**src/lsd_pkg.sv**
```systemverilog
/*
   Constants shared by both ends of the LED sink shift-latch link.
   Assumes a 100 MHz core clock on each end; the link clock is sampled, not used as a clock.
*/
package lsd_pkg;
   localparam int          LSD_WORD_BITS     = 16;
   localparam int          LSD_TOP_BIT       = 15;
   localparam int          LSD_FAULT_A_BIT   = 14;
   localparam int          LSD_FAULT_B_BIT   = 13;
   localparam int          LSD_CLK_HZ        = 100_000_000;
   localparam int          LSD_WDOG_MS       = 1000;
   localparam int          LSD_WDOG_CYCLES   = LSD_CLK_HZ / 1000 * LSD_WDOG_MS;
   localparam int          LSD_CHECK_NS      = 100;
   localparam int          LSD_CHECK_CYCLES  = LSD_CHECK_NS * (LSD_CLK_HZ / 1_000_000) / 1000;
   localparam int          LSD_HALF_DIV      = 4;
   localparam logic [15:0] LSD_ZERO_WORD     = 16'h0000;
endpackage : lsd_pkg

```
**src/lsd_link_if.sv**
```systemverilog
/*
   Pins between the host and the LED sink driver.
   Assumes both ends sit on one bench; the led pins resolve to the sink drive level here.
*/
`timescale 1ns/10ps
interface lsd_link_if;
   logic        serial_clk;
   logic        serial_in;
   logic        serial_out;
   logic        latch_load;
   logic        output_blank_n;
   logic [15:0] led_sink_o;
   logic [15:0] led_sink_oe;
   logic [15:0] led_open_fault;

   modport host
   (
      output serial_clk,
      output serial_in,
      input  serial_out,
      output latch_load,
      output output_blank_n
   );
   modport drv
   (
      input  serial_clk,
      input  serial_in,
      output serial_out,
      input  latch_load,
      input  output_blank_n,
      output led_sink_o,
      output led_sink_oe,
      input  led_open_fault
   );
endinterface : lsd_link_if

```
**src/lsd_sync.sv**
```systemverilog
/*
   Two-flop synchroniser for a bundle of pin levels.
   Assumes inputs are asynchronous to i_core_clk.
*/
`timescale 1ns/10ps
module lsd_sync #(parameter int WIDTH = 1)
(
   input  wire logic             i_core_clk,
   input  wire logic             i_reset,
   input  wire logic [WIDTH-1:0] i_async,
   output logic      [WIDTH-1:0] o_sync
);
   logic [WIDTH-1:0] meta_r;

   always_ff @(posedge i_core_clk)
   begin
      if (i_reset)
      begin
         meta_r <= '0;
         o_sync <= '0;
      end
      else
      begin
         meta_r <= i_async;
         o_sync <= meta_r;
      end
   end
endmodule : lsd_sync

```
**src/lsd_driver.sv**
```systemverilog
/*
   LED sink driver end: shift register, output latch, blanking, watchdog and open-circuit report.
   Assumes link pins arrive asynchronously and the bench supplies per-output open-circuit levels.
*/
`timescale 1ns/10ps
module lsd_driver
   import lsd_pkg::*;
#(
   parameter int WDOG_CYCLES = LSD_WDOG_CYCLES
)
(
   input  wire logic i_core_clk,
   input  wire logic i_reset,
   lsd_link_if.drv   link
);
   logic [3:0]  pins_s;
   logic [3:0]  pins_d_r;
   logic [15:0] open_s;
   logic [15:0] shift_r;
   logic [15:0] latch_r;
   logic        dout_r;
   logic [15:0] sink_o_r;
   logic [15:0] sink_oe_r;
   logic [31:0] wdog_r;
   logic [7:0]  chk_r;
   logic        fault_r;
   logic [1:0]  keep_r;
   logic        fault_in_r;

   lsd_sync #(.WIDTH(4)) u_pin_sync
   (
      .i_core_clk (i_core_clk),
      .i_reset    (i_reset),
      .i_async    ({link.serial_clk, link.serial_in, link.latch_load, link.output_blank_n}),
      .o_sync     (pins_s)
   );
   lsd_sync #(.WIDTH(16)) u_open_sync
   (
      .i_core_clk (i_core_clk),
      .i_reset    (i_reset),
      .i_async    (link.led_open_fault),
      .o_sync     (open_s)
   );

   wire sclk_s     = pins_s[3];
   wire sin_s      = pins_s[2];
   wire le_s       = pins_s[1];
   wire blank_n_s  = pins_s[0];
   wire sclk_rise  = sclk_s & ~pins_d_r[3];
   wire le_rise    = le_s & ~pins_d_r[1];
   wire blank_fall = ~blank_n_s & pins_d_r[0];
   wire activity   = |(pins_s[3:1] ^ pins_d_r[3:1]);
   wire wdog_fire  = (wdog_r == 32'(WDOG_CYCLES - 1));
   // Open: commanded on but sensed current below half
   wire any_open   = |(latch_r & open_s);
   // LED data bits stay in the latch while the fault bits wait to be shifted out
   wire [15:0] latch_src = fault_in_r ?
      {shift_r[LSD_TOP_BIT], keep_r, shift_r[LSD_FAULT_B_BIT-1:0]} : shift_r;

   always_ff @(posedge i_core_clk)
   begin
      if (i_reset)
         pins_d_r <= 4'h0;
      else
         pins_d_r <= pins_s;
   end

   // Shifting ignores blanking entirely
   always_ff @(posedge i_core_clk)
   begin
      if (i_reset)
      begin
         shift_r    <= LSD_ZERO_WORD;
         dout_r     <= 1'b0;
         keep_r     <= 2'h0;
         fault_in_r <= 1'b0;
      end
      else if (sclk_rise)
      begin
         shift_r    <= {shift_r[LSD_WORD_BITS-2:0], sin_s};
         dout_r     <= shift_r[LSD_TOP_BIT-1];
         fault_in_r <= 1'b0;
      end
      else if (le_rise)
      begin
         keep_r     <= fault_in_r ? keep_r : shift_r[LSD_FAULT_A_BIT:LSD_FAULT_B_BIT];
         fault_in_r <= 1'b1;
         shift_r[LSD_FAULT_A_BIT] <= fault_r;
         shift_r[LSD_FAULT_B_BIT] <= fault_r;
         dout_r                   <= shift_r[LSD_TOP_BIT];
      end
   end

   // Reset stands in for power-up; timeout clears latch only
   always_ff @(posedge i_core_clk)
   begin
      if (i_reset)
         latch_r <= LSD_ZERO_WORD;
      else if (le_s)
         latch_r <= latch_src;
      else if (wdog_fire)
         latch_r <= LSD_ZERO_WORD;
   end

   // Core-clock timebase counts with the link idle and holds at WDOG_CYCLES - 1 once it fires
   always_ff @(posedge i_core_clk)
   begin
      if (i_reset || activity)
         wdog_r <= 32'h0000_0000;
      else if (!wdog_fire)
         wdog_r <= wdog_r + 32'h0000_0001;
   end

   // Sample fault a short settle time after blanking falls
   always_ff @(posedge i_core_clk)
   begin
      if (i_reset)
      begin
         chk_r   <= 8'h00;
         fault_r <= 1'b0;
      end
      else if (blank_fall)
         chk_r <= 8'(LSD_CHECK_CYCLES);
      else if (chk_r != 8'h00)
      begin
         chk_r <= chk_r - 8'h01;
         if (chk_r == 8'h01)
            fault_r <= any_open;
      end
   end

   always_ff @(posedge i_core_clk)
   begin
      if (i_reset)
      begin
         sink_o_r  <= LSD_ZERO_WORD;
         sink_oe_r <= LSD_ZERO_WORD;
      end
      else
      begin
         sink_o_r  <= LSD_ZERO_WORD;
         sink_oe_r <= blank_n_s ? LSD_ZERO_WORD : latch_r;
      end
   end

   assign link.serial_out  = dout_r;
   assign link.led_sink_o  = sink_o_r;
   assign link.led_sink_oe = sink_oe_r;
endmodule : lsd_driver

```
**src/flat_wrapper.sv**
```systemverilog
// flat-port wrapper written by rule: the top's interface ports become plain ports
module lsd_driver_flat import lsd_pkg::*;
#(
   parameter int WDOG_CYCLES = LSD_WDOG_CYCLES
)
  (i_core_clk, i_reset, link_serial_clk, link_serial_in, link_serial_out, link_latch_load, link_output_blank_n, link_led_sink_o, link_led_sink_oe, link_led_open_fault);
  lsd_link_if link_i ();
  input  wire logic i_core_clk;
  input  wire logic i_reset;
  input wire logic [$bits(link_i.serial_clk)-1:0] link_serial_clk;
  input wire logic [$bits(link_i.serial_in)-1:0] link_serial_in;
  output wire logic [$bits(link_i.serial_out)-1:0] link_serial_out;
  input wire logic [$bits(link_i.latch_load)-1:0] link_latch_load;
  input wire logic [$bits(link_i.output_blank_n)-1:0] link_output_blank_n;
  output wire logic [$bits(link_i.led_sink_o)-1:0] link_led_sink_o;
  output wire logic [$bits(link_i.led_sink_oe)-1:0] link_led_sink_oe;
  input wire logic [$bits(link_i.led_open_fault)-1:0] link_led_open_fault;
  assign link_i.serial_clk = link_serial_clk;
  assign link_i.serial_in = link_serial_in;
  assign link_serial_out = link_i.serial_out;
  assign link_i.latch_load = link_latch_load;
  assign link_i.output_blank_n = link_output_blank_n;
  assign link_led_sink_o = link_i.led_sink_o;
  assign link_led_sink_oe = link_i.led_sink_oe;
  assign link_i.led_open_fault = link_led_open_fault;
  lsd_driver #(.WDOG_CYCLES(WDOG_CYCLES)) u_core (.i_core_clk(i_core_clk), .i_reset(i_reset), .link(link_i));
endmodule
```
**config.mk**
```make
export PLATFORM = sky130hd
export DESIGN_NAME = lsd_driver_flat
export DESIGN_NICKNAME = d
export VERILOG_FILES = /design/src/lsd_pkg.sv /design/src/lsd_link_if.sv /design/src/lsd_sync.sv /design/src/lsd_driver.sv /design/src/flat_wrapper.sv
export SDC_FILE = /design/constraint.sdc
export NUM_CORES = 1
export LEC_CHECK = 0
export BUFFER_PORTS_ARGS = -buffer_cell sky130_fd_sc_hd__buf_2
export CAP_MARGIN = 20
export CORE_ASPECT_RATIO = 1.75
export CORE_UTILIZATION = 50
export CTS_BUF_LIST = sky130_fd_sc_hd__clkbuf_8
export CTS_CLUSTER_SIZE = 25
export DETAILED_ROUTE_END_ITERATION = 10
export PLACE_DENSITY = 0.82
export SYNTH_ARGS = -nofsm -noshare
export SYNTH_HDL_FRONTEND = slang
export SYNTH_HIERARCHICAL = 1
export SYNTH_SLANG_ARGS = --single-unit
export TNS_END_PERCENT = 100
```
**constraint.sdc**
```tcl
create_clock -name i_core_clk -period 2.1 [get_ports i_core_clk]
set_clock_uncertainty 0.2 [all_clocks]
set_input_delay 0.315 -clock i_core_clk [delete_from_list [all_inputs] [get_ports i_core_clk]]
set_output_delay 0.315 -clock i_core_clk [all_outputs]
set_load 0.01 [all_outputs]
```
==> results of run 1 <==
==> per-layer routing <==
metal | GRT usage [%] | up-vias | routed length, um
met2 | 43.34 | 124 | 7185
met4 | 14.34 | 0 | 482
met5 | 0 | - | 0
met1 | 20.70 | 2038 | 4355
li1 | - | 1984 | -
met3 | 5.533 | 43 | 366
==> through the flow <==
step           setup slack (ns)   TNS [ns]  hold WS [ns]  std cells  area [um2]
2_1_floorplan          -0.01825   -0.05472        0.1866        556        5254
3_3_place_gp            0.02460          0        0.2181        711        5618
3_5_place_dp           -0.06344    -0.1815        0.2251        711        5618
4_1_cts               -0.007358  -0.007358        0.2415        765        6301
5_1_grt                -0.09872     -1.859        0.2537        770        6540
6_report               -0.02431   -0.05989        0.2463        770        6540
==> cell type report <==
cell class                      instances  area, um2
Tap cell                              125      156.4
Sequential cell                       137       2756
Timing Repair Buffer                   99      758.2
Inverter                               10      37.54
Clock buffer                           17      234.0
Fill cell                             747       3430
Multi-Input combinational cell        367       2426
Clock inverter                         15      171.4
==> worst max path at each step <==
stage,end,depth (start not counted)
global route,u_core/latch_r[4],7
floorplan,u_core/wdog_r[30],7
detailed placement,u_core/wdog_r[30],7
CTS,u_core/wdog_r[6],6
global placement,u_core/wdog_r[6],6
finish,u_core/wdog_r[29],6
==> power groups by stage <==
stage | combinational, mW | sequential (mW) | clock (mW)
finish | 0.794 | 2.80 | 2.11
global route | 0.866 | 2.81 | 2.24
CTS | 0.685 | 2.79 | 2.14
detailed placement | 0.626 | 2.85 | 0
global placement | 0.585 | 2.84 | 0
floorplan | 0.515 | 2.84 | 0
==> layout by cell type, fill, tap and decap left out, types with 5 or more instances in the layout <==
cell type,synthesis,routed
dfxtp_1,137,128
nor2_1,53,53
nor2b_1,45,45
buf_2,7,38
buf_4,19,35
nand2_1,33,33
a21oi_1,34,28
dlygate4sd3_1,0,22
xnor2_1,22,20
mux2i_1,20,20
clkbuf_8,0,17
and2_1,16,16
nand3b_1,16,16
conb_1,1,16
nand3_1,14,11
inv_1,10,10
or3_1,11,9
nor3_1,10,9
o21ai_0,11,9
dfxtp_2,0,8
and3_1,9,6
a21oi_2,0,6
inv_8,0,5
nor4_1,11,5
ha_1,6,5
==> synthesized netlist by cell type (6+ instances only) <==
master	n	area, um2
dfxtp_1	137	2743
and3_1	9	56.30
a21oi_1	34	170.2
nand2_1	33	123.9
nand3b_1	16	120.1
mux2i_1	20	200.2
or3_1	11	68.82
nor3_1	10	50.05
inv_1	10	37.54
nor2_1	53	198.9
nand3_1	14	70.07
clkbuf_1	12	45.04
buf_2	7	35.03
nor4_1	11	68.82
and2_1	16	100.1
xnor2_1	22	192.7
ha_1	6	75.07
o21ai_0	11	55.05
nor2b_1	45	281.5
buf_4	19	142.6
==> cell families (layout without fill, tap and decap cells) <==
family,after synthesis,count (layout),share of synthesized area (%)
AND/OR/NAND/NOR,240,240,25.49
flip-flops,137,137,52.77
AO/OA/AOI/OAI,59,59,6.596
buffers and inverters,52,141,5.296
XOR/XNOR,24,24,4.044
multiplexers,22,22,4.285
adder cells (fa/ha/maj),6,6,1.444
other,1,16,0.07215
==> critical path, cell delays in order, from the launching register on <==
cell,delay [ns]
dfxtp_2,0.35
buf_4,0.14
and3_1,0.17
nand3_2,0.11
or4_4,0.59
or3_4,0.35
a21oi_2,0.14
==> sequential cells by signal, summed over array words and instances, names as in the netlist <==
signal	cells
u_core/link.led_sink_oe	16
u_core/u_open_sync/o_sync	16
u_core/u_open_sync/meta_r	16
u_core/fault_in_r	1
u_core/shift_r	16
u_core/u_pin_sync/o_sync	4
u_core/latch_r	16
u_core/fault_r	1
u_core/u_pin_sync/meta_r	4
u_core/keep_r	2
u_core/link.serial_out	1
u_core/pins_d_r	4
u_core/chk_r	8
u_core/wdog_r	32
==> timing repair <==
item / 4_1_cts / 5_1_grt
cloned: 0 / 2
setup buffers: 0 / 3
pin swaps: 0 / 13
hold endpoints to repair: 22 / 0
setup endpoints to repair: 11 / 35
hold buffers: 22 / 0
resized for setup: 12 / 42
==> impl_metrics.toml, run 1 <==
[status]
status = "finished, violations left"
violations = "setup timing"

[setup_path]
rrSetupSlack_ns = -0.02
reg2reg_to = "u_core/wdog_r[29]"
cp.required_ns = 2.28
path_class = "flop to flop"
crit_arrival_ns = 2.30
critPathLaunch = "u_core/wdog_r[0]"
rr_startpoint = "u_core/wdog_r[0]"
cp-end-kind = "flop"
cp_max_fo = 7
reg2reg_depth = 6
critPathLaunchType = "flop"

[timing]
tightest_slew_ns = 0.8723
setup_violations = 5
maxSlewHeadroom_pct = 41.63
grt_setup_unrepaired = "true"
fin_crit_ns = 2.124
period_share_pct = 101.2
hold_violations = 0
postLayoutSetupSlackWorst_ns = -0.02431
drv_slew = 0
fmax_mhz = 470.7

[logic_synthesis]
synth_cells = 541
synth.distinct_cells = 45
ys_seq_area_share_pct = 52.77
asyncSetResetFlopFracSynth_pct = 0
ys_warn_count = 6
synth_edf_count = 0
synth_area_mm2 = 0.005197
synthFlopType = "dfxtp_1"
synth.avg_cell_area_um2 = 9.607
ys_ff_latch = 137

[power]
p_switching_mw = 1.703
seqPwrFrac_pct = 49.1
p_total_mw = 5.707
peakVddDrop_uv = 880.8
switching_share_pct = 29.85
leakage_nw = 2.571
powerDensity_mw_per_mm2 = 872.6
internal_power_mw = 4.004
p_comb_share_pct = 13.9
p_clk_share_pct = 37.0

[global_route]
grt_overflow_total = 0
antenna_found_initial = 0
first_global_vias = 4108
grt_pass1_wl_mm = 18.51
grt_util_all_layers_pct = 22.68
grt_max_degree = 48

[detailed_routing]
drt_wl_total_mm = 12.39
drtIter0Drc = 253
vias_per_cell = 5.440
drt_first_pass_iters = 6
ant_nets = 0
drc = 0
vias = 4189
wl_per_cell_um = 16.09

[die]
num_io_pins = 55
die_w_um = 79.07
fp.coreArea_mm2 = 0.009970
core.rowCount = 48
initial_utilization_pct = 52.13
die_y_um = 136.9
die_area_mm2 = 0.01082

[worst_hold_path]
hold_path_class = "flop to flop"
hold_start = "u_core/u_pin_sync/meta_r[2]"
whs_endpoint = "u_core/u_pin_sync/o_sync[2]"
min_path_cells = 1

[clocking]
clk_path_buf_depth = 2
cts_sinks = 137
root_buffer = "clkbuf_8"
htree_levels = 4
cts.clk_slew.worst_paths_ns = 0.09
clock_latency_ns = 0.44
cts-buffers-inserted = 17
cts_tree = "built"

[place]
hpwl_mm = 7.448
numPortBuffers = 38
gp_congestion = 0.8386

[layout]
insertedDiodeCount = 0
drive_gt1_share_pct = 24.03
final_util_pct = 65.60
syn_to_final_growth_pct = 25.83
nets = 660

[flow_run]
cap_viol_max_count = 0
Power figures use the tool's default switching activity.
==> inputs of run 2 (changes only) <==
--- a/config.mk
+++ b/config.mk
@@ -8,11 +8,11 @@
 export BUFFER_PORTS_ARGS = -buffer_cell sky130_fd_sc_hd__buf_2
 export CAP_MARGIN = 20
 export CORE_ASPECT_RATIO = 1.75
-export CORE_UTILIZATION = 50
+export CORE_UTILIZATION = 55
 export CTS_BUF_LIST = sky130_fd_sc_hd__clkbuf_8
 export CTS_CLUSTER_SIZE = 25
 export DETAILED_ROUTE_END_ITERATION = 10
-export PLACE_DENSITY = 0.82
+export PLACE_DENSITY = 0.88
 export SYNTH_ARGS = -nofsm -noshare
 export SYNTH_HDL_FRONTEND = slang
 export SYNTH_HIERARCHICAL = 1
==> impl_metrics.toml, run 2 (synthesis gave the netlist of run 1 again) <==
[status]
status = "finished, violations left"
violations = "setup timing"

[clocking]
cts.clk_slew.worst_paths_ns = 0.08
cts-buffers-inserted = 17
clk_path_buf_depth = 2
htree_levels = 4
cts_sinks = 137
cts_tree = "built"
clock_latency_ns = 0.44
root_buffer = "clkbuf_8"

[layout]
insertedDiodeCount = 0
multiInputGateArea_mm2 = 0.002361
syn_to_final_growth_pct = 24.89
final_util_pct = 71.38
layout_common_cells = "dfxtp_1, nor2_1, nor2b_1, buf_2, buf_4"
largest_reg_flops = 32
regArea_mm2 = 0.002753
fillers = 627
design_area_mm2 = 0.006491
drive_gt1_share_pct = 22.20
final_common_cell = "dfxtp_1"
nets = 659
top_register = "u_core/wdog_r"

[die]
core.rowCount = 46
die_area_mm2 = 0.009858
num_io_pins = 55
fp.coreArea_mm2 = 0.009094
die_y_um = 130.6
initial_utilization_pct = 57.15
die_w_um = 75.49

[timing]
holdWs_ns = 0.01996
fmax_mhz = 454.1
postLayoutSetupSlackWorst_ns = -0.1020
hold_violations = 0
fin_crit_ns = 2.202
maxSlewHeadroom_pct = 43.25
drv_slew = 0
setup_violations = 2
tightest_slew_ns = 0.8481
period_share_pct = 104.9
grt_setup_unrepaired = "true"

[detailed_routing]
drt_first_pass_iters = 5
ant_nets = 0
vias = 4231
highest_layer = "met4"
drc = 0
wl_met1_mm = 4.465
drt_wl_total_mm = 12.92
drtIter0Drc = 271
vias_per_cell = 5.538
wl_per_cell_um = 16.91
wl_met3_um = 445
met2_length_mm = 7.267

[global_route]
grt_overflow_total = 0
grt_max_degree = 79
grt_util_all_layers_pct = 26.49
first_global_vias = 4257
grt_pass1_wl_mm = 19.20
antenna_found_initial = 0

[power]
switching_share_pct = 25.50
p_switching_mw = 1.522
seqPwrFrac_pct = 46.7
p_clk_share_pct = 40.8
leakage_nw = 2.554
p_comb_share_pct = 12.5
peakVddDrop_uv = 747.1
powerDensity_mw_per_mm2 = 919.4
internal_power_mw = 4.446

[setup_path]
critPathTopFamily = "simple AND/OR/NAND/NOR gates"
cp_num_buf_inv = 1
cp-end-kind = "flop"
crit_path_max_incr_delay_ns = 0.51
rr_startpoint = "u_core/wdog_r[1]"
cp_max_fo = 6
cp.required_ns = 2.21
cpMaxStageDelayCell = "or4_4"
critPathLaunchType = "flop"
path_class = "flop to flop"
crit_arrival_ns = 2.31
critPathLaunch = "u_core/wdog_r[1]"
cp_cell_sequence = "ha_2, nand3_2, or4_4, buf_6, nor4_4, xnor2_1, nor2_1"

[place]
gp_congestion = 0.9125
placed_area_mm2 = 0.005647
numPortBuffers = 38
hpwl_mm = 7.492

[worst_hold_path]
hold_path_class = "primary input to flop"
hold_start = "i_reset"

[flow_run]
cap_viol_max_count = 0
run 2: stage by stage:
step	setup TNS, ns	setup WS (ns)	cells	power, mW
2_1_floorplan	-0.05472	-0.01825	556	3.352
3_3_place_gp	0	0.04110	709	3.437
3_5_place_dp	-0.06682	-0.02271	709	3.490
4_1_cts	0	0.006040	761	5.927
5_1_grt	-0.3833	-0.1421	764	6.213
6_report	-0.1080	-0.1020	764	5.968
run 2: layout make-up:
cell class | count | share of cell area, %
flip-flops and latches | 137 | 42.41
multi-input cells | 367 | 36.37
repair buffers | 98 | 11.31
clock buffers | 18 | 3.817
clock inverters | 14 | 3.200
well taps | 120 | 2.313
inverters | 10 | 0.5783
run 2: worst paths after layout:
check	endpoint	depth (start not counted)	slack [ns]
max	u_core/wdog_r[26]	7	-0.10
min	u_core/u_pin_sync/o_sync[3]	2	0.02
max reg2reg	u_core/wdog_r[26]	7	-0.10
min reg2reg	u_core/u_open_sync/o_sync[9]	1	0.24
run 2: power groups by stage:
stage / logic, mW / registers (mW) / clock network (mW)
5_1_grt: 0.823 / 2.80 / 2.59
6_report: 0.747 / 2.79 / 2.43
3_5_place_dp: 0.649 / 2.84 / 0
4_1_cts: 0.684 / 2.78 / 2.46
2_1_floorplan: 0.515 / 2.84 / 0
3_3_place_gp: 0.604 / 2.83 / 0
run 2: what timing repair did:
| action | CTS | global route |
|---|---|---|
| pin swaps | 0 | 6 |
| hold buffers | 20 | 0 |
| endpoints found under the setup margin | 7 | 42 |
| cloned | 0 | 2 |
| resized for setup | 9 | 28 |
| buffers inserted | 0 | 1 |
| endpoints found under the hold margin | 20 | 0 |
run 2: per-layer routing:
layer	up-vias	track usage, %
met5	-	0
met4	0	17.43
met3	61	7.055
met2	132	49.21
met1	2065	24.12
li1	1973	-
==> inputs of run 3 (changes only) <==
--- a/config.mk
+++ b/config.mk
@@ -5,14 +5,14 @@
 export SDC_FILE = /design/constraint.sdc
 export NUM_CORES = 1
 export LEC_CHECK = 0
-export BUFFER_PORTS_ARGS = -buffer_cell sky130_fd_sc_hd__buf_2
 export CAP_MARGIN = 20
 export CORE_ASPECT_RATIO = 1.75
 export CORE_UTILIZATION = 55
 export CTS_BUF_LIST = sky130_fd_sc_hd__clkbuf_8
 export CTS_CLUSTER_SIZE = 25
 export DETAILED_ROUTE_END_ITERATION = 10
-export PLACE_DENSITY = 0.88
+export DONT_BUFFER_PORTS = 1
+export PLACE_DENSITY = 0.83
 export SYNTH_ARGS = -nofsm -noshare
 export SYNTH_HDL_FRONTEND = slang
 export SYNTH_HIERARCHICAL = 1
==> impl_metrics.toml, run 3 (synthesis gave the netlist of run 1 again) <==
[flow_run]
cap_viol_max_count = 0

[status]
status = "finished, violations left"
violations = "setup timing"

[power]
p_comb_share_pct = 11.9
internal_power_mw = 3.969
seqPwrFrac_pct = 49.4
powerDensity_mw_per_mm2 = 898.6
p_total_mw = 5.661
peakVddDrop_uv = 627.1
switching_share_pct = 29.88
p_clk_share_pct = 38.7
p_switching_mw = 1.691
leakage_nw = 2.349

[timing]
setup_violations = 17
tightest_slew_ns = 0.6839
drv_slew = 0
hold_violations = 0
period_share_pct = 102.6
maxSlewHeadroom_pct = 54.24
grt_setup_unrepaired = "true"
fin_crit_ns = 2.155
fmax_mhz = 464.0
postLayoutSetupSlackWorst_ns = -0.05506

[layout]
largest_reg_flops = 32
insertedDiodeCount = 0
final_common_cell = "dfxtp_1"
nets = 621
layout_common_cells = "dfxtp_1, nor2_1, nor2b_1, nand2_1, buf_4"
syn_to_final_growth_pct = 21.21
drive_gt1_share_pct = 18.98
final_util_pct = 69.28
top_register = "u_core/wdog_r"
fillers = 685
stdcell_count = 726

[clocking]
cts-buffers-inserted = 17
clock_latency_ns = 0.46
cts.clk_slew.worst_paths_ns = 0.09
clk_path_buf_depth = 2
root_buffer = "clkbuf_8"
cts_tree = "built"
htree_levels = 4
cts_sinks = 137

[global_route]
grt_util_all_layers_pct = 24.83
grt_max_degree = 86
grt_overflow_total = 0
first_global_vias = 3867
antenna_found_initial = 0
grt_pass1_wl_mm = 17.84

[place]
hpwl_mm = 7.027
gp_congestion = 0.8325
numPortBuffers = 0
dp.cells = 666

[detailed_routing]
drtIter0Drc = 226
vias = 4030
drc = 0
drt_first_pass_iters = 5
drt_wl_total_mm = 12.15
ant_nets = 0
vias_per_cell = 5.551
wl_per_cell_um = 16.74

[die]
core.rowCount = 46
num_io_pins = 55
fp.coreArea_mm2 = 0.009094
die_area_mm2 = 0.009858
initial_utilization_pct = 57.15
die_y_um = 130.6
die_w_um = 75.49

[setup_path]
critPathLaunchType = "flop"
cp.required_ns = 2.27
crit_arrival_ns = 2.32
path_class = "flop to flop"
cp-end-kind = "flop"
cp_max_fo = 11

[worst_hold_path]
hold_path_class = "primary input to flop"
run 3: what timing repair did:
action / CTS / global route
setup buffers: 0 / 5
pin swaps: 1 / 10
gates resized for setup: 14 / 36
hold endpoints to repair: 90 / 0
setup endpoints to repair: 24 / 37
gates cloned: 0 / 2
hold buffers: 21 / 0
run 3: worst paths after layout:
kind                               startpoint                       endpoint  slack (ns)  cells after the start
setup / recovery            u_core/wdog_r[17]               u_core/wdog_r[6]       -0.06                      6
hold / removal                        i_reset  u_core/u_open_sync/meta_r[15]        0.03                      2
setup reg to reg            u_core/wdog_r[17]               u_core/wdog_r[6]       -0.06                      6
hold reg to reg   u_core/u_pin_sync/meta_r[1]    u_core/u_pin_sync/o_sync[1]        0.24                      1
run 3: final cells by class:
cell class | instances | area, um2 | share of cell area [%]
sequential | 137 | 2760 | 43.81
multi-input combinational | 368 | 2379 | 37.76
timing repair buffer | 59 | 548.0 | 8.699
clock buffer | 17 | 234.0 | 3.714
clock inverter | 15 | 191.4 | 3.039
tap | 120 | 150.1 | 2.383
inverter | 10 | 37.54 | 0.5958
run 3: stage by stage:
stage	TNS [ns]	worst slack, ns	hold WS, ns	area [um2]
after floorplan	-0.05472	-0.01825	0.1866	5254
after global placement	0	0.009584	0.1914	5406
after detailed placement	-0.2232	-0.05060	0.1925	5406
after CTS	0	0.003505	0.01376	6116
after global routing	-2.263	-0.1215	0.02903	6300
final	-0.3631	-0.05506	0.03102	6300
run 3: worst max-delay path: stages (launching register included):
cell and delay, ns:
dfxtp_2 0.33, or4b_4 0.55, nor4_4 0.26, buf_4 0.19, nand3_4 0.12, buf_12 0.18, a311oi_1 0.24
run 3: metal layers:
metal	global-route usage, %	part of all wire (%)	vias to the layer above
li1	-	-	1913
met1	21.44	33	1896
met2	46.43	56	164
met3	8.282	5.6	57
met4	15.90	4.7	0
met5	0	0	-
run 3: power by group through the flow:
stage	clock network [mW]	registers (mW)	logic (mW)
floorplan	0	2.84	0.515
global placement	0	2.84	0.538
global route	2.34	2.81	0.754
finish	2.19	2.80	0.673
detailed placement	0	2.85	0.580
CTS	2.21	2.79	0.659
